### src/rtl/cssc_defines.svh
`ifndef CSSC_DEFINES_SVH
`define CSSC_DEFINES_SVH

// ****************************************************************
// Fuse reset values (shipped setting)
// ****************************************************************
`define CSSC_CLOCK_SOURCE_SELECT_FUSES_RESET 4'h1
`define CSSC_SUT_RESET 2'h2
`define CSSC_AMP_RESET 1'h1

// ****************************************************************
// Clock-select code boundaries
// ****************************************************************
`define CSSC_CLOCK_SOURCE_SELECT_FUSES_XTAL_MIN 4'ha
`define CSSC_CLOCK_SOURCE_SELECT_FUSES_LFXTAL 4'h9
`define CSSC_CLOCK_SOURCE_SELECT_FUSES_EXTRC_MIN 4'h5
`define CSSC_CLOCK_SOURCE_SELECT_FUSES_INTRC_MIN 4'h1
`define CSSC_CLOCK_SOURCE_SELECT_FUSES_EXTCLK 4'h0

// ****************************************************************
// Start-up counts in cycles of the selected source
// ****************************************************************
`define CSSC_CK_6 17'h00006
`define CSSC_CK_18 17'h00012
`define CSSC_CK_258 17'h00102
`define CSSC_CK_1K 17'h00400
`define CSSC_CK_16K 17'h04000
`define CSSC_CK_32K 17'h08000

// ****************************************************************
// Reset delay in watchdog oscillator cycles
// ****************************************************************
`define CSSC_WD_SHORT 17'h01000
`define CSSC_WD_LONG 17'h10000

`endif

### src/rtl/cssc_pkg.sv
package cssc_pkg;

   // ****************************************************************
   // Types shared by the clock control files
   // ****************************************************************
   typedef enum logic [2:0] {
      SRC_EXT_CLOCK,
      SRC_INT_RC,
      SRC_EXT_RC,
      SRC_LF_XTAL,
      SRC_XTAL
   } cssc_source_t;

   typedef enum logic [1:0] {
      RD_NONE,
      RD_SHORT,
      RD_LONG
   } cssc_rdelay_t;

   typedef enum logic [2:0] {
      ST_LOAD,
      ST_RESET_DELAY,
      ST_CLOCK_START,
      ST_RUN,
      ST_SLEEP
   } cssc_state_t;

   // Fuse bits as read: 1 unprogrammed, 0 programmed
   typedef struct packed {
      logic [3:0] clockSourceSelectFuses;
      logic [1:0] startupTimeFuses;
      logic amplifierSwingOption;
   } cssc_fuses_t;

   // Stop requests from the sleep controller, 1 stops a domain
   typedef struct packed {
      logic core;
      logic periph;
      logic adc;
   } cssc_gate_req_t;

   // Running state of each gated domain
   typedef struct packed {
      logic core;
      logic periph;
      logic flash;
      logic adc;
   } cssc_domain_en_t;

   // Decoded start-up setting
   typedef struct packed {
      logic [16:0] ckCycles;
      cssc_rdelay_t resetDelay;
   } cssc_startup_t;

endpackage

### src/rtl/cssc_pin_sync.sv
`timescale 1ns/1ps
`default_nettype none

module cssc_pin_sync (
   input wire logic clock,
   input wire logic rstN,
   input wire logic pinIn,
   output logic level,
   output logic rise
);

   // ****************************************************************
   // Three-stage synchroniser with agreement filter
   // ****************************************************************
   logic s1_ff; // Metastable stage, read only by s2_ff
   logic s2_ff; // Second stage
   logic s3_ff; // Third stage

   // Shift chain
   always_ff @(posedge clock or negedge rstN) begin
      if (!rstN) begin
         s1_ff <= 1'h0;
         s2_ff <= 1'h0;
         s3_ff <= 1'h0;
      end else begin
         s1_ff <= pinIn;
         s2_ff <= s1_ff;
         s3_ff <= s2_ff;
      end
   end

   // Level follows only when two stages agree, so one bad sample is ignored
   always_ff @(posedge clock or negedge rstN) begin
      if (!rstN) begin
         level <= 1'h0;
         rise <= 1'h0;
      end else begin
         rise <= 1'h0;
         if (s2_ff == s3_ff) begin
            level <= s3_ff;
            rise <= s3_ff & ~level;
         end
      end
   end

endmodule

`default_nettype wire

### src/rtl/cssc_clock_gate.sv
`timescale 1ns/1ps
`default_nettype none

module cssc_clock_gate (
   input wire logic clock,
   input wire logic rstN,
   input wire logic enable,
   output logic gatedClock
);

   // ****************************************************************
   // Glitch-free gate
   // ****************************************************************
   logic enLow_ff; // Enable taken while the clock is low

   // Sample on the falling edge so the AND never opens mid-pulse
   always_ff @(negedge clock or negedge rstN) begin
      if (!rstN) begin
         enLow_ff <= 1'h0;
      end else begin
         enLow_ff <= enable;
      end
   end

   // Gated clock
   assign gatedClock = clock & enLow_ff;

endmodule

`default_nettype wire

### src/rtl/clock_source_startup_control.sv
// Overview of operation
// - Stopped core clock holds all core activity
// - Peripheral clock feeds timers; some interrupts unclocked
// - Two-wire address match works without clock
// - Flash clock gated together with core clock
// - Async timer clock straight from crystal
// - Converter clock runs while core stopped by gate request in run state; deep sleep stops it too
// - Decode clock-select fuses into five sources
// - Fuse bit one unprogrammed, zero programmed
// - Wake-up waits selected clock start-up count
// - Reset adds delay timed by watchdog oscillator
// - Reset delay 4096 or 65536 watchdog cycles
// - Shipped fuses: select 0001, start-up 10
// - Crystal mode and amplifier swing from fuses
// - Crystal start-up table, low select bit zero
// - Crystal start-up table, low select bit one
`timescale 1ns/1ps
`default_nettype none
`include "cssc_defines.svh"

module clock_source_startup_control
   import cssc_pkg::*;
#(
   parameter logic [16:0] CK_16K_CYCLES = `CSSC_CK_16K,
   parameter logic [16:0] CK_32K_CYCLES = `CSSC_CK_32K,
   parameter logic [16:0] WD_LONG_CYCLES = `CSSC_WD_LONG
) (
   input wire logic clock,
   input wire logic reset_n,
   input wire cssc_fuses_t fuseIn,
   input wire logic watchdogOscPin,
   input wire logic asyncCrystalClock,
   input wire cssc_gate_req_t gateReq,
   input wire logic deepSleepReq,
   input wire logic wakeEvent,
   input wire logic extIntPin,
   input wire logic [6:0] twiRxAddr,
   input wire logic [6:0] twiOwnAddr,
   input wire logic twiAddrValid,
   output logic coreClock,
   output logic periphClock,
   output logic flashClock,
   output logic converterClock,
   output logic asyncTimerClock,
   output cssc_domain_en_t domainEn,
   output logic coreHold,
   output cssc_source_t clockSource,
   output logic [2:0] oscRangeMode,
   output logic amplifierFullSwing,
   output logic startupBusy,
   output logic asyncIntDetect,
   output logic twiAddrMatch
);

   // ****************************************************************
   // Reset release
   // ****************************************************************
   logic rstMeta_ff; // First reset stage
   logic rstSyncN; // Released reset used everywhere else

   // Assert at once, release after two edges
   always_ff @(posedge clock or negedge reset_n) begin
      if (!reset_n) begin
         rstMeta_ff <= 1'h0;
         rstSyncN <= 1'h0;
      end else begin
         rstMeta_ff <= 1'h1;
         rstSyncN <= rstMeta_ff;
      end
   end

   // ****************************************************************
   // Fuse capture
   // ****************************************************************
   cssc_fuses_t fuse_ff; // Fuse image in use
   cssc_state_t state_ff; // Start-up sequencer state
   cssc_state_t nxt_state; // Next sequencer state

   // Fuses are a strap: loaded by a clocked process after release
   always_ff @(posedge clock or negedge rstSyncN) begin
      if (!rstSyncN) begin
         fuse_ff.clockSourceSelectFuses <= `CSSC_CLOCK_SOURCE_SELECT_FUSES_RESET;
         fuse_ff.startupTimeFuses <= `CSSC_SUT_RESET;
         fuse_ff.amplifierSwingOption <= `CSSC_AMP_RESET;
      end else if (state_ff == ST_LOAD) begin
         fuse_ff <= fuseIn;
      end
   end

   // ****************************************************************
   // Fuse decoding
   // ****************************************************************
   function automatic cssc_source_t decodeSource(input logic [3:0] sel);
      cssc_source_t src;
      src = SRC_EXT_CLOCK;
      // Ranges tested from the top down
      if (sel >= `CSSC_CLOCK_SOURCE_SELECT_FUSES_XTAL_MIN) begin
         src = SRC_XTAL;
      end else if (sel == `CSSC_CLOCK_SOURCE_SELECT_FUSES_LFXTAL) begin
         src = SRC_LF_XTAL;
      end else if (sel >= `CSSC_CLOCK_SOURCE_SELECT_FUSES_EXTRC_MIN) begin
         src = SRC_EXT_RC;
      end else if (sel >= `CSSC_CLOCK_SOURCE_SELECT_FUSES_INTRC_MIN) begin
         src = SRC_INT_RC;
      end else begin
         src = SRC_EXT_CLOCK;
      end
      return src;
   endfunction

   function automatic cssc_startup_t decodeStartup(input cssc_source_t src, input logic selLow,
                                                    input logic [1:0] startup_time_fuses);
      cssc_startup_t su;
      su.ckCycles = `CSSC_CK_6;
      su.resetDelay = RD_LONG;
      case (src)
         SRC_XTAL: begin
            // Low select bit plus start-up fuses pick one of eight rows
            case ({selLow, startup_time_fuses})
               3'h0: su = '{`CSSC_CK_258, RD_SHORT};
               3'h1: su = '{`CSSC_CK_258, RD_LONG};
               3'h2: su = '{`CSSC_CK_1K, RD_NONE};
               3'h3: su = '{`CSSC_CK_1K, RD_SHORT};
               3'h4: su = '{`CSSC_CK_1K, RD_LONG};
               3'h5: su = '{CK_16K_CYCLES, RD_NONE};
               3'h6: su = '{CK_16K_CYCLES, RD_SHORT};
               default: su = '{CK_16K_CYCLES, RD_LONG};
            endcase
         end
         SRC_LF_XTAL: begin
            // Reserved code falls back to the slowest safe setting
            case (startup_time_fuses)
               2'h0: su = '{`CSSC_CK_1K, RD_SHORT};
               2'h1: su = '{`CSSC_CK_1K, RD_LONG};
               default: su = '{CK_32K_CYCLES, RD_LONG};
            endcase
         end
         SRC_EXT_RC: begin
            case (startup_time_fuses)
               2'h0: su = '{`CSSC_CK_18, RD_NONE};
               2'h1: su = '{`CSSC_CK_18, RD_SHORT};
               2'h2: su = '{`CSSC_CK_18, RD_LONG};
               default: su = '{`CSSC_CK_6, RD_SHORT};
            endcase
         end
         default: begin
            // Internal RC and external clock share the short count
            case (startup_time_fuses)
               2'h0: su = '{`CSSC_CK_6, RD_NONE};
               2'h1: su = '{`CSSC_CK_6, RD_SHORT};
               default: su = '{`CSSC_CK_6, RD_LONG};
            endcase
         end
      endcase
      return su;
   endfunction

   cssc_startup_t startup; // Decoded start-up setting
   logic [16:0] wdTarget; // Reset delay length in watchdog cycles

   // Source and start-up setting from the captured fuses
   always_comb begin
      startup = decodeStartup(decodeSource(fuse_ff.clockSourceSelectFuses),
                              fuse_ff.clockSourceSelectFuses[0], fuse_ff.startupTimeFuses);
      wdTarget = (startup.resetDelay == RD_LONG) ? WD_LONG_CYCLES : `CSSC_WD_SHORT;
   end

   // Registered source and oscillator mode outputs
   always_ff @(posedge clock or negedge rstSyncN) begin
      if (!rstSyncN) begin
         clockSource <= SRC_INT_RC;
         oscRangeMode <= 3'h0;
         amplifierFullSwing <= 1'h0;
      end else begin
         clockSource <= decodeSource(fuse_ff.clockSourceSelectFuses);
         // Mode only meaningful for the crystal; a zero fuse bit is programmed
         if (decodeSource(fuse_ff.clockSourceSelectFuses) == SRC_XTAL) begin
            oscRangeMode <= fuse_ff.clockSourceSelectFuses[3:1];
            amplifierFullSwing <= ~fuse_ff.amplifierSwingOption;
         end else begin
            oscRangeMode <= 3'h0;
            amplifierFullSwing <= 1'h0;
         end
      end
   end

   // ****************************************************************
   // Watchdog oscillator sampling
   // ****************************************************************
   logic wdRise; // One pulse per watchdog oscillator cycle

   cssc_pin_sync u_wd_sync (
      .clock(clock),
      .rstN(rstSyncN),
      .pinIn(watchdogOscPin),
      .level(),
      .rise(wdRise)
   );

   // ****************************************************************
   // Start-up sequencer
   // ****************************************************************
   logic [16:0] wdCount_ff; // Watchdog cycles seen in the reset delay
   logic [16:0] ckCount_ff; // Source clock cycles seen in start-up
   logic wdDone; // Reset delay finished
   logic ckDone; // Clock start-up finished

   assign wdDone = (startup.resetDelay == RD_NONE) ||
                   (wdRise && (wdCount_ff == wdTarget - 17'h00001));
   assign ckDone = (ckCount_ff == startup.ckCycles - 17'h00001);

   // Next state
   always_comb begin
      nxt_state = state_ff;
      case (state_ff)
         ST_LOAD: nxt_state = ST_RESET_DELAY;
         ST_RESET_DELAY: begin
            // Extra reset delay comes first, then the oscillator count
            if (wdDone) begin
               nxt_state = ST_CLOCK_START;
            end
         end
         ST_CLOCK_START: begin
            if (ckDone) begin
               nxt_state = ST_RUN;
            end
         end
         ST_RUN: begin
            if (deepSleepReq) begin
               nxt_state = ST_SLEEP;
            end
         end
         ST_SLEEP: begin
            // Wake from power-down restarts the oscillator count only
            if (wakeEvent) begin
               nxt_state = ST_CLOCK_START;
            end
         end
         default: nxt_state = ST_LOAD;
      endcase
   end

   // State register
   always_ff @(posedge clock or negedge rstSyncN) begin
      if (!rstSyncN) begin
         state_ff <= ST_LOAD;
      end else begin
         state_ff <= nxt_state;
      end
   end

   // Watchdog cycle counter, counts only on oscillator edges
   always_ff @(posedge clock or negedge rstSyncN) begin
      if (!rstSyncN) begin
         wdCount_ff <= 17'h00000;
      end else if (state_ff != ST_RESET_DELAY) begin
         wdCount_ff <= 17'h00000;
      end else if (wdRise) begin
         wdCount_ff <= wdCount_ff + 17'h00001;
      end
   end

   // Source clock cycle counter
   always_ff @(posedge clock or negedge rstSyncN) begin
      if (!rstSyncN) begin
         ckCount_ff <= 17'h00000;
      end else if (state_ff != ST_CLOCK_START) begin
         ckCount_ff <= 17'h00000;
      end else begin
         ckCount_ff <= ckCount_ff + 17'h00001;
      end
   end

   // ****************************************************************
   // Domain enables and clock gates
   // ****************************************************************
   // Enables are registered so requests never glitch the gates
   always_ff @(posedge clock or negedge rstSyncN) begin
      if (!rstSyncN) begin
         domainEn <= '0;
         coreHold <= 1'h1;
         startupBusy <= 1'h1;
      end else begin
         domainEn.core <= (nxt_state == ST_RUN) && !gateReq.core;
         domainEn.flash <= (nxt_state == ST_RUN) && !gateReq.core;
         domainEn.periph <= (nxt_state == ST_RUN) && !gateReq.periph;
         domainEn.adc <= (nxt_state == ST_RUN) && !gateReq.adc;
         coreHold <= !((nxt_state == ST_RUN) && !gateReq.core);
         startupBusy <= (nxt_state != ST_RUN) && (nxt_state != ST_SLEEP);
      end
   end

   // Core domain; its stopped clock freezes registers, flags and stack
   cssc_clock_gate u_core_gate (
      .clock(clock),
      .rstN(rstSyncN),
      .enable(domainEn.core),
      .gatedClock(coreClock)
   );

   // Flash domain follows the core enable
   cssc_clock_gate u_flash_gate (
      .clock(clock),
      .rstN(rstSyncN),
      .enable(domainEn.flash),
      .gatedClock(flashClock)
   );

   // Peripheral domain for timers, serial ports and interrupt logic
   cssc_clock_gate u_periph_gate (
      .clock(clock),
      .rstN(rstSyncN),
      .enable(domainEn.periph),
      .gatedClock(periphClock)
   );

   // Converter domain, independent of core and peripheral stops
   cssc_clock_gate u_adc_gate (
      .clock(clock),
      .rstN(rstSyncN),
      .enable(domainEn.adc),
      .gatedClock(converterClock)
   );

   // ****************************************************************
   // Unclocked paths
   // ****************************************************************
   // Crystal is passed on ungated so the counter keeps time in sleep
   assign asyncTimerClock = asyncCrystalClock;
   // Pure gates: work with every clock stopped, but carry no filtering
   assign asyncIntDetect = extIntPin;
   assign twiAddrMatch = twiAddrValid && (twiRxAddr == twiOwnAddr);
endmodule

`default_nettype wire

### config.mk
export PLATFORM = sky130hd
export DESIGN_NAME = clock_source_startup_control
export DESIGN_NICKNAME = d
export VERILOG_FILES = /design/src/rtl/cssc_pkg.sv /design/src/rtl/cssc_pin_sync.sv /design/src/rtl/cssc_clock_gate.sv /design/src/rtl/clock_source_startup_control.sv
export VERILOG_INCLUDE_DIRS = /design/src /design/src/rtl
export SDC_FILE = /design/constraint.sdc
export NUM_CORES = 1
export LEC_CHECK = 0
export ABC_AREA = 1
export BUFFER_PORTS_ARGS = -buffer_cell sky130_fd_sc_hd__buf_4
export CAP_MARGIN = 20
export CORE_MARGIN = 3
export CORE_UTILIZATION = 40
export CTS_BUF_LIST = sky130_fd_sc_hd__clkbuf_8
export DETAILED_ROUTE_END_ITERATION = 16
export GPL_TIMING_DRIVEN = 1
export SYNTH_ARGS = -nofsm -noshare
export SYNTH_HDL_FRONTEND = slang
export SYNTH_SLANG_ARGS = --single-unit
export TNS_END_PERCENT = 1
### constraint.sdc
create_clock -name clock -period 2.2 [get_ports clock]
set_clock_uncertainty 0.2 [all_clocks]
set_input_delay 0 -clock clock [delete_from_list [all_inputs] [get_ports clock]]
set_output_delay 0 -clock clock [all_outputs]
set_load 0.1 [all_outputs]
## Word-level counts from Yosys, hierarchy flattened

Index checks and enable logic that the tools add are counted.

| cells by class | value |
|---|---|
| add/sub/neg operators | 4 |
| magnitude comparators | 3 |
| equal/unequal tests | 26 |
| multiplexer cells | 21 |
| bitwise gates (word level) | 6 |
| reduce and logical (&&, ||, !) cells | 16 |

Operator list:

| operator | number |
|---|---|
| 17-bit one-hot mux with 7 select lines | 1 |
| 17-bit two-way mux | 4 |
| 19-bit one-hot mux with 3 select lines | 1 |
| 18-bit one-hot mux with 2 select lines | 1 |
| 17-bit by 1-bit adder with 17-bit output (second input constant) | 2 |
| 17-bit == test | 2 |
| 17-bit by 1-bit subtractor with 17-bit output (second input constant) | 2 |
| 3-bit two-way mux | 8 |
| 3-bit by 2-bit == test with 1-bit output (second input constant) | 7 |
| 7-bit one-hot mux with 3 select lines | 1 |
| 3-bit == test (second input constant) | 5 |
| 3-bit one-hot mux with 5 select lines | 1 |
| 7-bit == test | 1 |
| 3-bit by 1-bit == test with 1-bit output (second input constant) | 2 |
| 1-bit logical AND | 6 |
| 3-bit zero test | 2 |
| 3-bit by 2-bit inequality test with 1-bit output (second input constant) | 2 |
| 1-bit bitwise AND | 4 |
| 2-bit == test (second input constant) | 2 |
| 4-bit == test (second input constant) | 1 |
| 4-bit by 1-bit >= comparator with 1-bit output (second input constant) | 1 |
| 4-bit by 3-bit >= comparator with 1-bit output (second input constant) | 1 |
| 4-bit >= comparator (second input constant) | 1 |
| 1-bit zero test | 4 |
| 10 further kinds | 14 |

| word-level totals | value |
|---|---|
| register bits | 66 |
| bits of input ports | 32 |
| output and inout port bits | 20 |
| word-level logic and storage cells | 100 |

## Depth between registers and ports, before layout

| logic depth | value |
|---|---|
| word-level depth | 18 |
| mapped depth | 21 |
| mapped depth without buffers | 20 |

## Cells and area by module

From an unflattened synthesis, not the netlist that was laid out.

| unflattened totals | value |
|---|---|
| cell total of the unflattened synthesis | 432 |
| area, all modules | 3464.6 um^2 |

By module, submodules not included:

| module | instances | cells an instance | area an instance (um^2) | sequential area each (um^2) |
|---|---|---|---|---|
| clock_source_startup_control | 1 | 410 | 3189.3 | 1458.9 |
| cssc_pin_sync | 1 | 10 | 145.1 | 125.1 |
| cssc_clock_gate | 4 | 3 | 32.5 | 25.0 |

==> results.py <==
metrics = {
    "outcome": {
        "status": "complete, but fails checks",
        "violations": "negative setup slack",
    },
    "synthesis": {
        "syn_area_mm2": 0.00344,
        "synthMuxAreaShare_pct": 0,
        "synth_edf_count": 0,
        "synth_compound_gate_area_share_pct": 10.5,
        "synthFlopType": "dfrtp_1",
        "yosysSeqAreaShare_pct": 48.2,
        "syn_area_per_cell_um2": 8.08,
        "synthTopCellsByArea": "dfrtp_1 (41%), nand2_1 (9.3%), inv_1 (5.9%), nor2_1 (5.1%), dfstp_2 (4.6%)",
        "synth_top_area_share_pct": 41.4,
        "synth_top_family_by_area": "simple AND/OR/NAND/NOR gates",
        "synth_top_area_cell": "dfrtp_1",
        "ys_ff_latch": 66,
        "ys_types": 40,
        "synth-xor-area-share_pct": 3.05,
        "synth_adder_area_share_pct": 2.11,
        "syn-num-nets": 463,
        "synth-simple-area-share_pct": 27.6,
        "async_flop_share_pct": 100,
        "netlist_instances": 426,
        "synth-warning-count": 0,
    },
    "timing": {
        "period_share_pct": 133,
        "slew_violations": 0,
        "fmax_mhz": 341,
        "hold_ws_ns": 0.0472,
        "period_needed_ns": 2.94,
        "tightest_slew_ns": 0.972,
        "final_hold_viol_count": 0,
        "rsz0062_at_grt": "yes",
        "fin_ws_ns": -0.735,
        "setup-violations-final": 13,
        "timing.slew.headroom_pct": 35.0,
        "setup_tns_ns": -5.47,
    },
    "run": {
        "cap_violations": 0,
    },
    "finish": {
        "area_growth_pct": 42.5,
        "insertedDiodeCount": 0,
        "final_cell_mix": "buf_4 (89), nand2_1 (84), dfrtp_1 (56), inv_1 (51), nor2_1 (44)",
        "final_common_cell": "buf_4",
        "drive_gt1_share_pct": 29.3,
        "final_util_pct": 59.1,
        "final_nets": 587,
    },
    "floorplan": {
        "num_rows": 33,
        "die_height_um": 98.8,
        "start_util_pct": 41.5,
        "fp.coreArea_mm2": 0.00830,
        "die_x_um": 98.8,
        "io_pins": 52,
        "die_area_mm2": 0.00976,
    },
    "min_path": {
        "hold_path.class": "primary input to flop",
    },
    "drt": {
        "antenna_left": 0,
        "drt-total-wl_um": 7930,
        "wl_per_cell_um": 12.0,
        "drc": 0,
        "num_vias": 3155,
        "viasPerCell": 4.77,
        "drt_pass1_iterations": 4,
        "drt_iter0_drc": 87,
    },
    "setup_path": {
        "worst_path_most_repeated_cell": "nor2_1",
        "critPathMaxStageDelay_ns": 0.56,
        "crit_fanout": 4,
        "critPathSlowestCell": "dfstp_2",
        "crit_arrival_ns": 3.12,
        "worstPathCellList": "nor2_1 > nand2_1 > nand2_1 > nor2_1 > nor2_1 > a31oi_1 > ha_2 > ha_4 > ha_4 > nand2_1 > nand4_1 > nor2_1 > nand3_1 > nor2_1 > nand3_1 > nor2_1 > nand3_1 > nand2_2 > nand2_2 > nor2_1",
        "cp.required_ns": 2.38,
        "crit_path_start_kind": "flop",
        "critPathKind": "flop to flop",
        "cp-end-kind": "flop",
    },
    "placement": {
        "place_congestion": 0.875,
        "io_buffers": 47,
        "dp_hpwl_um": 5650,
    },
    "cts": {
        "cts_tree": "yes",
        "clk_pin_slew_worst_paths_ns": 0.08,
        "worstSkewPairLatency_ns": 0.45,
    },
    "global_routing": {
        "antenna_found_initial": 0,
        "grt_overflow": 0,
        "grt_pass1_wl_um": 14100,
        "grt_use_total_pct": 18.3,
        "first_global_vias": 3270,
        "grt_max_degree": 57,
    },
    "power": {
        "peakVddDrop_uv": 576,
        "leakage_nw": 2.37,
        "power_density_mw_per_mm2": 1390,
    },
}
-- cell type report --
class,instances,area (um^2)
well taps,105,131
inverters,52,195
multi-input cells,293,1540
repair buffers,109,868
clock inverters,10,123
clock buffers,26,384
flip-flops and latches,66,1660
fillers,730,3390
-- report_power, final --
group | internal [mW] | switching [mW] | leakage, nW
Sequential | 1.48 | 0.144 | 0.867
Combinational | 1.18 | 2.02 | 1.23
Clock | 1.21 | 0.787 | 0.273
-- path summary, 6_finish.rpt --
check / start / endpoint / slack, ns / cells after the start
min in group asynchronous: rstSyncN / startupBusy / 0.10 / 0
hold reg to reg: rstSyncN / startupBusy / 0.10 / 0
max in group asynchronous: rstSyncN / u_adc_gate.enLow_ff / 0.73 / 0
setup / recovery: fuse_ff[3] / domainEn[1] / -0.74 / 20
setup reg to reg: fuse_ff[3] / domainEn[1] / -0.74 / 20
hold / removal: gateReq[1] / domainEn[2] / 0.05 / 3
-- cells by family after synthesis --
group | Yosys count
and+or+nand+nor | 206
other | 1
adders and majority gates | 6
buffers and inverters | 67
AOI/OAI and AO/OA | 68
DFF | 66
xor gates and xnor gates | 12
-- synth_stat cells (2+ instances only) --
master / instances
nand2_1: 85
dfrtp_1: 57
inv_1: 54
nor2_1: 47
o21ai_0: 29
a21oi_1: 27
nand3_1: 26
nor3_1: 16
xor2_1: 8
buf_4: 7
dfstp_2: 6
nand4_1: 6
ha_1: 5
nand2_2: 5
nand3_2: 5
xnor2_1: 4
a31oi_1: 3
dfrtn_1: 3
nor2_2: 3
nor3_2: 3
nor4_1: 3
o21ai_1: 3
buf_6: 2
clkbuf_1: 2
nand3b_1: 2
-- state kept, by name, summed over array words and instances (netlist names), 3 cells and up --
signal,cells
ckCount_ff,17
fuse_ff,7
oscRangeMode,3
state_ff,3
clockSource,3
domainEn,3
wdCount_ff,17
-- critical path: cells and delay by family, from the launching register on --
kind                       cells  cell delay [ns]
adders and majority gates      3             0.58
DFF                            1             0.56
and+or+nand+nor               16             1.36
AOI/OAI and AO/OA              1             0.17
-- metrics by stage --
| step | cell area (um^2) | cells | power [mW] | worst slack (ns) |
|---|---|---|---|---|
| after floorplan | 3470 | 426 | 3.98 | -0.624 |
| after global placement | 4210 | 611 | 4.95 | -0.657 |
| after detailed placement | 4210 | 611 | 4.99 | -0.727 |
| after CTS | 4880 | 661 | 6.89 | -0.732 |
| after global routing | 4910 | 661 | 7.30 | -0.938 |
| final | 4910 | 661 | 6.82 | -0.735 |
-- routing by layer --
layer,global-route usage (%),wire length [um],vias up
met2,27.8,3860,59
met3,5.94,264,18
met1,22.1,3660,1455
met5,0,0,-
met4,12.0,149,0
li1,-,-,1623
-- repair_timing --
item / 4_1_cts / 5_1_grt
resized for setup: 18 / 9
hold buffers: 20 / 0
buffers inserted: 1 / 0
hold endpoints to repair: 23 / 0
pin swaps: 4 / 4
setup endpoints to repair: 13 / 21
Power figures use the tool's default switching activity.
